$ cat src/logic/adc_ctrl_pkg.sv
// Constants, field layouts and types for the input coding and sequence loader
package adc_ctrl_pkg;

   // Serial word layout
   localparam int WORD_BITS = 16;
   localparam int SEL_MSB = 15;
   localparam int SEL_LSB = 11;
   localparam int FIELD_MSB = 10;
   localparam int FIELD_LSB = 3;
   localparam int COM_BIT = 2;
   localparam int MODE_FLAG_BIT = 15;
   localparam int MODE_MSB = 14;
   localparam int MODE_LSB = 11;
   localparam int CHSEL_MSB = 10;
   localparam int CHSEL_LSB = 7;
   localparam int SHDN_BIT = 3;

   // Register select codes in bits 15:11
   localparam logic [4:0] SEL_UNIPOLAR = 5'h11;
   localparam logic [4:0] SEL_BIPOLAR = 5'h12;
   localparam logic [4:0] SEL_SPAN = 5'h13;
   localparam logic [4:0] SEL_SCAN_HI = 5'h14;
   localparam logic [4:0] SEL_SCAN_LO = 5'h15;
   localparam logic [4:0] SEL_SEQUENCE = 5'h16;

   // Scan mode codes in the mode control word
   localparam logic [3:0] MODE_MANUAL = 4'h0;
   localparam logic [3:0] MODE_REPEAT = 4'h1;
   localparam logic [3:0] MODE_STD_INT = 4'h2;
   localparam logic [3:0] MODE_STD_EXT = 4'h3;
   localparam logic [3:0] MODE_UPPER_INT = 4'h4;
   localparam logic [3:0] MODE_UPPER_SCAN_EXT_CLK = 4'h5;
   localparam logic [3:0] MODE_CUSTOM_INT = 4'h6;
   localparam logic [3:0] MODE_CUSTOM_SCAN_EXT_CLK = 4'h7;
   localparam logic [3:0] MODE_SEQUENCE = 4'h8;

   // Sequence storage
   localparam int SEQ_DEPTH = 256;
   localparam int NIBBLE_BITS = 4;

   // Values after reset, and last counts of the bit and nibble counters
   localparam logic [7:0] PAIR_FIELD_RESET = 8'h00;
   localparam logic [15:0] SCAN_RESET = 16'h0000;
   localparam logic [3:0] MODE_RESET = 4'h0;
   localparam logic [3:0] CHAN_RESET = 4'h0;
   localparam logic [7:0] LEN_RESET = 8'h00;
   localparam logic [3:0] BITCNT_LAST = 4'hf;
   localparam logic [1:0] NIBCNT_LAST = 2'h3;

   typedef struct packed {
      logic twos_comp;
      logic differential;
      logic common_ref;
      logic full_span;
   } coding_t;

   localparam coding_t CODING_RESET = '0;

   typedef enum logic [1:0] {LS_CMD, LS_ARMED, LS_PATTERN} link_state_t;

endpackage

$ cat src/logic/pin_sync.sv
// Two-stage synchroniser for one pin
`timescale 1ns/1ps
module pin_sync #(
   parameter logic IDLE = 1'b0
) (
   input wire logic core_clk,
   input wire logic rst,
   input wire logic pin,
   output logic pin_s
);
   logic meta_ff;

   always_ff @(posedge core_clk) begin
      if (rst) begin
         meta_ff <= IDLE;
         pin_s <= IDLE;
      end else begin
         meta_ff <= pin;
         pin_s <= meta_ff;
      end
   end
endmodule

$ cat src/logic/pair_coding_decode.sv
// Input configuration and output coding of one channel
`timescale 1ns/1ps
module pair_coding_decode (
   input wire logic [3:0] channel,
   input wire logic [7:0] unipolar_bits,
   input wire logic [7:0] bipolar_bits,
   input wire logic [7:0] span_bits,
   input wire logic common_reference_enable,
   output adc_ctrl_pkg::coding_t coding
);
   // Pair 0 sits in the top bit of each field
   wire logic [2:0] pair_idx = 3'h7 - channel[3:1];
   wire logic uni_bit = unipolar_bits[pair_idx];
   wire logic bip_bit = bipolar_bits[pair_idx];
   wire logic span_bit = span_bits[pair_idx];

   always_comb begin
      coding = adc_ctrl_pkg::CODING_RESET;
      if (common_reference_enable) begin
         coding.common_ref = 1'b1;
      end else if (uni_bit) begin
         coding.differential = 1'b1;
      end else if (bip_bit) begin
         coding.differential = 1'b1;
         coding.twos_comp = 1'b1;
         coding.full_span = span_bit;
      end
      // Otherwise single-ended straight binary
   end
endmodule

$ cat src/logic/adc_input_coding_and_sequence_loader.sv
`timescale 1ns/1ps
module adc_input_coding_and_sequence_loader (
   input wire logic core_clk,
   input wire logic rst,
   input wire logic cs_n,
   input wire logic sclk,
   input wire logic din,
   output logic [3:0] active_channel_ff,
   output logic [15:0] channel_mask_ff,
   output adc_ctrl_pkg::coding_t coding_ff,
   output logic [3:0] scan_mode_ff,
   output logic seq_running_ff,
   output logic [7:0] seq_index_ff,
   output logic [7:0] seq_last_ff,
   output logic shutdown_ff
);
   // Pin synchronisers
   logic cs_n_s;
   logic sclk_s;
   logic din_s;
   logic cs_d_ff;
   logic sclk_d_ff;

   // Chip select idles high, so no false edge follows reset
   pin_sync #(
      .IDLE(1'b1)
   ) u_sync_cs (
      .core_clk(core_clk),
      .rst(rst),
      .pin(cs_n),
      .pin_s(cs_n_s)
   );
   pin_sync u_sync_sclk (
      .core_clk(core_clk),
      .rst(rst),
      .pin(sclk),
      .pin_s(sclk_s)
   );
   pin_sync u_sync_din (
      .core_clk(core_clk),
      .rst(rst),
      .pin(din),
      .pin_s(din_s)
   );

   always_ff @(posedge core_clk) begin
      if (rst) begin
         cs_d_ff <= 1'b1;
         sclk_d_ff <= 1'b0;
      end else begin
         cs_d_ff <= cs_n_s;
         sclk_d_ff <= sclk_s;
      end
   end

   wire logic cs_fall = cs_d_ff & ~cs_n_s;
   wire logic cs_rise = ~cs_d_ff & cs_n_s;
   wire logic bit_taken = sclk_s & ~sclk_d_ff & ~cs_n_s;

   // Link state and word assembly
   adc_ctrl_pkg::link_state_t state_ff;
   adc_ctrl_pkg::link_state_t nxt_state;
   logic [15:0] shift_ff;
   logic [3:0] bit_cnt_ff;
   logic [1:0] nib_cnt_ff;
   logic [2:0] nib_sh_ff;
   logic [8:0] wr_idx_ff;
   logic [7:0] load_len_ff;
   logic pattern_new_ff;

   wire logic [15:0] word = {shift_ff[14:0], din_s};
   wire logic word_done = (state_ff == adc_ctrl_pkg::LS_CMD) & bit_taken &
      (bit_cnt_ff == adc_ctrl_pkg::BITCNT_LAST);
   wire logic [4:0] sel_code = word[adc_ctrl_pkg::SEL_MSB:adc_ctrl_pkg::SEL_LSB];
   wire logic [7:0] field = word[adc_ctrl_pkg::FIELD_MSB:adc_ctrl_pkg::FIELD_LSB];
   wire logic is_mode_wr = word_done & ~word[adc_ctrl_pkg::MODE_FLAG_BIT];
   wire logic span_wr = word_done & (sel_code == adc_ctrl_pkg::SEL_SPAN);
   wire logic uni_wr = word_done & (sel_code == adc_ctrl_pkg::SEL_UNIPOLAR);
   wire logic bip_wr = word_done & (sel_code == adc_ctrl_pkg::SEL_BIPOLAR);
   wire logic scan_hi_wr = word_done & (sel_code == adc_ctrl_pkg::SEL_SCAN_HI);
   wire logic scan_lo_wr = word_done & (sel_code == adc_ctrl_pkg::SEL_SCAN_LO);
   wire logic len_wr = word_done & (sel_code == adc_ctrl_pkg::SEL_SEQUENCE);
   wire logic pat_start = (state_ff == adc_ctrl_pkg::LS_ARMED) & cs_fall;
   wire logic nib_done = (state_ff == adc_ctrl_pkg::LS_PATTERN) & bit_taken &
      (nib_cnt_ff == adc_ctrl_pkg::NIBCNT_LAST);
   wire logic [3:0] nib_val = {nib_sh_ff, din_s};
   // Entries past the programmed length are dropped
   wire logic nib_keep = nib_done & (wr_idx_ff <= {1'b0, load_len_ff});

   always_comb begin
      nxt_state = state_ff;
      case (state_ff)
         adc_ctrl_pkg::LS_CMD: begin
            if (len_wr) begin
               nxt_state = adc_ctrl_pkg::LS_ARMED;
            end
         end
         adc_ctrl_pkg::LS_ARMED: begin
            if (cs_fall) begin
               nxt_state = adc_ctrl_pkg::LS_PATTERN;
            end
         end
         adc_ctrl_pkg::LS_PATTERN: begin
            if (cs_rise) begin
               nxt_state = adc_ctrl_pkg::LS_CMD;
            end
         end
         default: nxt_state = adc_ctrl_pkg::LS_CMD;
      endcase
   end

   always_ff @(posedge core_clk) begin
      if (rst) begin
         state_ff <= adc_ctrl_pkg::LS_CMD;
         shift_ff <= '0;
         bit_cnt_ff <= '0;
      end else begin
         state_ff <= nxt_state;
         if (cs_fall) begin
            bit_cnt_ff <= '0;
         end else if (bit_taken) begin
            shift_ff <= word;
            bit_cnt_ff <= bit_cnt_ff + 4'h1;
         end
      end
   end

   // Pattern frame capture
   always_ff @(posedge core_clk) begin
      if (rst) begin
         nib_cnt_ff <= '0;
         nib_sh_ff <= '0;
         wr_idx_ff <= '0;
         load_len_ff <= adc_ctrl_pkg::LEN_RESET;
      end else begin
         if (len_wr) begin
            load_len_ff <= field;
         end
         if (pat_start) begin
            nib_cnt_ff <= '0;
            wr_idx_ff <= '0;
         end else if (bit_taken && state_ff == adc_ctrl_pkg::LS_PATTERN) begin
            nib_cnt_ff <= nib_cnt_ff + 2'h1;
            nib_sh_ff <= nib_val[2:0];
            if (nib_done && !wr_idx_ff[8]) begin
               wr_idx_ff <= wr_idx_ff + 9'h001;
            end
         end
      end
   end

   // Sequence storage, cleared when the pattern frame opens
   logic [3:0] seq_mem_ff [0:adc_ctrl_pkg::SEQ_DEPTH-1];

   always_ff @(posedge core_clk) begin
      if (rst || pat_start) begin
         for (int i = 0; i < adc_ctrl_pkg::SEQ_DEPTH; i++) begin
            seq_mem_ff[i] <= adc_ctrl_pkg::CHAN_RESET;
         end
      end else if (nib_keep) begin
         seq_mem_ff[wr_idx_ff[7:0]] <= nib_val;
      end
   end

   // Configuration registers
   logic [7:0] span_ff;
   logic [7:0] uni_ff;
   logic [7:0] bip_ff;
   logic com_ff;
   logic [15:0] scan_en_ff;
   logic [3:0] chsel_ff;

   always_ff @(posedge core_clk) begin
      if (rst) begin
         span_ff <= adc_ctrl_pkg::PAIR_FIELD_RESET;
         uni_ff <= adc_ctrl_pkg::PAIR_FIELD_RESET;
         bip_ff <= adc_ctrl_pkg::PAIR_FIELD_RESET;
         com_ff <= 1'b0;
         scan_en_ff <= adc_ctrl_pkg::SCAN_RESET;
         scan_mode_ff <= adc_ctrl_pkg::MODE_RESET;
         chsel_ff <= adc_ctrl_pkg::CHAN_RESET;
      end else begin
         if (span_wr) begin
            span_ff <= field;
         end
         if (uni_wr) begin
            uni_ff <= field;
            com_ff <= word[adc_ctrl_pkg::COM_BIT];
         end
         if (bip_wr) begin
            bip_ff <= field;
         end
         if (scan_hi_wr) begin
            scan_en_ff[15:8] <= field;
         end
         if (scan_lo_wr) begin
            scan_en_ff[7:0] <= field;
         end
         if (is_mode_wr) begin
            scan_mode_ff <= word[adc_ctrl_pkg::MODE_MSB:adc_ctrl_pkg::MODE_LSB];
            chsel_ff <= word[adc_ctrl_pkg::CHSEL_MSB:adc_ctrl_pkg::CHSEL_LSB];
         end
      end
   end

   // Sequence playback
   logic frame_in_run_ff;
   wire logic seq_start = is_mode_wr &
      (word[adc_ctrl_pkg::MODE_MSB:adc_ctrl_pkg::MODE_LSB] == adc_ctrl_pkg::MODE_SEQUENCE);
   wire logic last_readout = frame_in_run_ff & seq_running_ff & (seq_index_ff == seq_last_ff);
   wire logic shdn_req = is_mode_wr & word[adc_ctrl_pkg::SHDN_BIT];
   wire logic shdn_ok = shdn_req & (last_readout | ~seq_running_ff);

   always_ff @(posedge core_clk) begin
      if (rst) begin
         pattern_new_ff <= 1'b0;
         seq_last_ff <= adc_ctrl_pkg::LEN_RESET;
         seq_running_ff <= 1'b0;
         seq_index_ff <= '0;
         frame_in_run_ff <= 1'b0;
         shutdown_ff <= 1'b0;
      end else begin
         if (state_ff == adc_ctrl_pkg::LS_PATTERN && cs_rise) begin
            pattern_new_ff <= 1'b1;
         end else if (cs_fall && pattern_new_ff) begin
            pattern_new_ff <= 1'b0;
            seq_last_ff <= load_len_ff;
         end
         if (cs_fall) begin
            frame_in_run_ff <= seq_running_ff;
         end
         if (seq_start) begin
            seq_running_ff <= 1'b1;
            seq_index_ff <= '0;
            frame_in_run_ff <= 1'b0;
         end else if (cs_rise && frame_in_run_ff && seq_running_ff) begin
            if (seq_index_ff == seq_last_ff) begin
               seq_running_ff <= 1'b0;
            end else begin
               seq_index_ff <= seq_index_ff + 8'h01;
            end
         end
         if (shdn_ok) begin
            shutdown_ff <= 1'b1;
         end else if (is_mode_wr && !shdn_req) begin
            shutdown_ff <= 1'b0;
         end
      end
   end

   // Channel selection by mode
   logic [3:0] first_scan;
   logic [3:0] nxt_channel;
   logic [15:0] nxt_mask;
   wire logic custom_mode = (scan_mode_ff == adc_ctrl_pkg::MODE_CUSTOM_INT) |
      (scan_mode_ff == adc_ctrl_pkg::MODE_CUSTOM_SCAN_EXT_CLK);
   wire logic seq_mode = (scan_mode_ff == adc_ctrl_pkg::MODE_SEQUENCE);
   wire logic [3:0] seq_chan = seq_mem_ff[seq_index_ff];

   always_comb begin
      first_scan = adc_ctrl_pkg::CHAN_RESET;
      for (int i = 15; i >= 0; i--) begin
         if (scan_en_ff[i]) begin
            first_scan = 4'(i);
         end
      end
   end

   always_comb begin
      nxt_channel = chsel_ff;
      nxt_mask = 16'h0001 << chsel_ff;
      if (custom_mode) begin
         nxt_channel = first_scan;
         nxt_mask = scan_en_ff;
      end else if (seq_mode) begin
         nxt_channel = seq_chan;
         nxt_mask = 16'h0001 << seq_chan;
      end
   end

   adc_ctrl_pkg::coding_t nxt_coding;

   pair_coding_decode u_decode (
      .channel(nxt_channel),
      .unipolar_bits(uni_ff),
      .bipolar_bits(bip_ff),
      .span_bits(span_ff),
      .common_reference_enable(com_ff),
      .coding(nxt_coding)
   );

   always_ff @(posedge core_clk) begin
      if (rst) begin
         active_channel_ff <= adc_ctrl_pkg::CHAN_RESET;
         channel_mask_ff <= adc_ctrl_pkg::SCAN_RESET;
         coding_ff <= adc_ctrl_pkg::CODING_RESET;
      end else begin
         active_channel_ff <= nxt_channel;
         channel_mask_ff <= nxt_mask;
         coding_ff <= nxt_coding;
      end
   end
endmodule

$ cat config.mk
export PLATFORM = sky130hd
export DESIGN_NAME = adc_input_coding_and_sequence_loader
export DESIGN_NICKNAME = d
export VERILOG_FILES = /design/src/logic/adc_ctrl_pkg.sv /design/src/logic/pin_sync.sv /design/src/logic/pair_coding_decode.sv /design/src/logic/adc_input_coding_and_sequence_loader.sv
export SDC_FILE = /design/constraint.sdc
export NUM_CORES = 2
export LEC_CHECK = 0
export ABC_CLOCK_PERIOD_IN_PS = 6460
export BUFFER_PORTS_ARGS = -buffer_cell sky130_fd_sc_hd__buf_2
export CORE_AREA = 2 2 383 460
export DETAILED_ROUTE_END_ITERATION = 10
export DIE_AREA = 0 0 385 462
export GPL_ROUTABILITY_DRIVEN = 0
export PLACE_DENSITY = 0.56
export SETUP_SLACK_MARGIN = 0.4
export SYNTH_ARGS = -nofsm -noshare
export SYNTH_HDL_FRONTEND = slang
export SYNTH_SLANG_ARGS = --single-unit
$ cat constraint.sdc
create_clock -name core_clk -period 6.46 [get_ports core_clk]
set_clock_uncertainty 0.15 [all_clocks]
set_input_delay 0.969 -clock core_clk [delete_from_list [all_inputs] [get_ports core_clk]]
set_output_delay 0.969 -clock core_clk [all_outputs]
set_load 0.02 [all_outputs]
==> impl_metrics.ini <==
[synthesis]
synthArstFlopShare_pct = 0
yosysWarnings = 0
netlist_instances = 4156
avgSynthCellArea_um2 = 12.86
synthFlopType = edfxtp_1
syn_nets = 4176
synth_edf_count = 1024
synth_area_um2 = 53460
ys_types = 73
ys_seq_area_share_pct = 63.21
ys_ff_latch = 1176

[layout]
diodes = 0
fillers = 16800
nets = 4039
layout-drive-gt1-share_pct = 15.92
area_delta_synth_final_pct = 12.09
fin_cells = 6410

[timing]
rsz0062_at_grt = false
slew_headroom_pct = 16.59
finalCritPeriodShare_pct = 83.18
holdWs_ns = 0.2589
slew_violations = 0
worst_slack_ns = 1.086
worst_pin_slew_ns = 1.248
finalHoldViolCount = 0
fin_setup_tns_ns = 0
period_needed_ns = 5.374
setup_viol = 0
fmax_mhz = 186.1

[clock_tree]
clk_pin_slew_ns = 0.06
holdBufCountCts = 0
clkSinkCount = 1176
cts_tree = done
ctsResizeCount = 0
clock_latency_ns = 0.76
root_buffer = clkbuf_16
clockBufferDepth = 3
h-tree-depth = 3
postCtsSetupBuffers = 0
cts_buffers = 118

[die]
die-area_um2 = 177900
rows = 168
ioPinCount = 51
start_util_pct = 30.76
core-area_um2 = 173800
dieHeight_um = 462
die_x_um = 385

[critical_path]
rrSetupSlack_ns = 1.09
crit_required_ns = 6.95
cpMaxStageDelayCell = dfxtp_4
crit_chain = buf_12, buf_4, mux4_2, mux2i_1, o21ai_0, nor4_1, a31oi_1, nand3_1, o211ai_1, inv_1, a32oi_1, nor4b_1
crit_type = reg -> reg
critPathMaxFanout = 44
cp_top_family = simple AND/OR/NAND/NOR gates
worstRegToRegCells = 12
r2r-end = coding_ff[0]
cpPeakStageDelay_ns = 0.88
worst_setup_path_start_kind = flop
endpoint_kind = flop
critPathBufInv = 3
worstPathArrival_ns = 5.86

[placed_design]
dp_hpwl_um = 116200
portBuffers = 50
pre_cts_ws_ns = 1.397
dp_cells = 6194

[hold_path]
min_to = u_sync_cs.meta_ff
hold_path.class = in -> reg
whs_path_depth = 2
hp-start = cs_n

[global_routing]
gr-usage-met1_pct = 25.50
grt_max_degree = 161
grt_usage_pct = 20.71
grt_pass1_wl_um = 264200
globalRouteMet3Util_pct = 3.780
overflow = 0
grt_pass1_vias = 35630
grt-busiest-layer = met2
grt_util_met2_pct = 34.02
antenna_found_initial = 3

[drt]
vias_per_cell = 5.746
drt_iter0_drc = 5187
vias = 36830
drt-total-wl_um = 187800
routedWlPerCell_um = 29.30
dr.pass1.iters = 9
ant_nets = 0
drc = 0

[run]
maxCapViolCount = 0

[power]
power.density_nw_per_um2 = 266.4
p_total_mw = 15.97
power.leakage_nw = 18.39
ir_drop_v = 0.0002313

[status]
status = finished, final reports clean
==> power by group <==
part	total [mW]	leakage, nW	switching [mW]	internal [mW]
clock	7.06	1.89	3.08	3.98
sequential	8.54	11.8	0.0818	8.45
combinational	0.369	4.70	0.260	0.109
==> sequential cells by signal, summed over array words and instances, names as in the netlist, 9 cells and up, named ones only <==
signal	count
channel_mask_ff	16
scan_en_ff	16
seq_mem_ff	1024
shift_ff	15
wr_idx_ff	9
==> area by class of cell <==
type | instances | area [µm²] | area share, %
clock buffers | 148 | 3127 | 5.217
inverters | 27 | 101.3 | 0.1691
repair buffers | 200 | 1504 | 2.510
multi-input cells | 2496 | 17760 | 29.63
well taps | 2295 | 2872 | 4.792
clock inverters | 68 | 757.0 | 1.263
flip-flops and latches | 1176 | 33810 | 56.41
==> cell usage in the layout (no fill, tap or decap), drive strengths merged, types with 7 or more instances in the layout <==
cell type and count:
buf 200, nand4 33, and2 19, mux2i 156, clkbuf 148, inv 30, dfxtp 152, edfxtp 1024
bufinv 14, mux4 247, o31ai 66, a22oi 51, nor4 17, nand2 174, clkinv 45, a211oi 13
nand2b 14, o21a 8, a21oi 58, or2 8, o21ai 199, nand3 46, o22ai 19, xor2 20
nor2b 36, a221oi 7, nor2 660, nand3b 13, ha 15, nor3 519
==> cell usage after synthesis, types with 4 or more instances <==
cell	number	share of area, %
nor2b_1	36	0.42
o31ai_1	66	0.93
a21oi_1	58	0.54
nor4b_1	5	0.082
mux4_2	247	10
nand2_1	174	1.2
and3_1	6	0.070
and4_1	5	0.082
ha_1	15	0.35
a31oi_1	5	0.059
o211ai_1	5	0.070
nor3b_1	5	0.070
nand4_1	33	0.39
clkbuf_1	372	2.6
buf_6	5	0.11
o22ai_1	19	0.22
inv_1	25	0.18
mux2i_1	156	2.9
a22oi_1	51	0.72
nand3b_1	13	0.18
nand2b_1	14	0.16
o21bai_1	4	0.056
a32oi_1	6	0.098
buf_4	23	0.32
o21ai_0	198	1.9
nor4_1	17	0.20
xor2_1	20	0.33
nand3_1	46	0.43
a221oi_1	7	0.11
or2_2	8	0.094
and2_1	18	0.21
xnor2_1	6	0.098
dfxtp_1	152	5.7
nor3_1	519	4.9
or3_1	4	0.047
o21a_1	8	0.11
nor2_1	660	4.6
buf_1	17	0.12
a211oi_1	13	0.18
edfxtp_1	1024	58
buf_2	39	0.37
==> kinds of logic (layout without fill, tap and decap cells) <==
family                   count (synthesis)  in the layout  share of synthesized area, %
flip-flops                            1176           1176                         63.21
XOR/XNOR                                26             26                        0.4259
multiplexers                           406            406                         13.39
adder cells (fa/ha/maj)                 15             15                        0.3510
AND/OR/NAND/NOR                       1573           1573                         13.32
AO/OA/AOI/OAI                          476            476                         5.586
buffers and inverters                  484            443                         3.723
==> through the flow <==
stage	util, %	instance area (µm²)
after floorplan	-	53460
after global placement	32.24	56050
after detailed placement	32.24	56050
after CTS	34.47	59930
after global routing	34.47	59930
final	34.47	59930
==> metal layers <==
metal  share of wire (%)  vias to the layer above  wire, µm
met5                   0                        -         0
met4                 6.4                        0     12000
met3                 9.5                      470     17810
met2                  48                     2129     89890
met1                  36                    18890     68100
li1                    -                    15340         -
==> worst reg2reg max path, stage by stage (launching register included) <==
cell      delay, ns
dfxtp_4        0.88
buf_12         0.46
buf_4          0.43
mux4_2         0.36
mux2i_1        0.52
o21ai_0        0.21
nor4_1         0.64
a31oi_1        0.28
nand3_1        0.33
o211ai_1       0.26
inv_1          0.21
a32oi_1        0.17
nor4b_1        0.35
==> worst max-delay path by stage <==
| stage | from | end | cells past startpoint |
|---|---|---|---|
| global route | flop | coding_ff[0] | 11 |
| finish | flop | coding_ff[0] | 12 |
| detailed placement | flop | coding_ff[0] | 12 |
| global placement | flop | coding_ff[0] | 12 |
| floorplan | wr_idx_ff[1] | seq_mem_ff[224][0] | 13 |
| CTS | flop | coding_ff[0] | 12 |
Power figures use the tool's default switching activity.
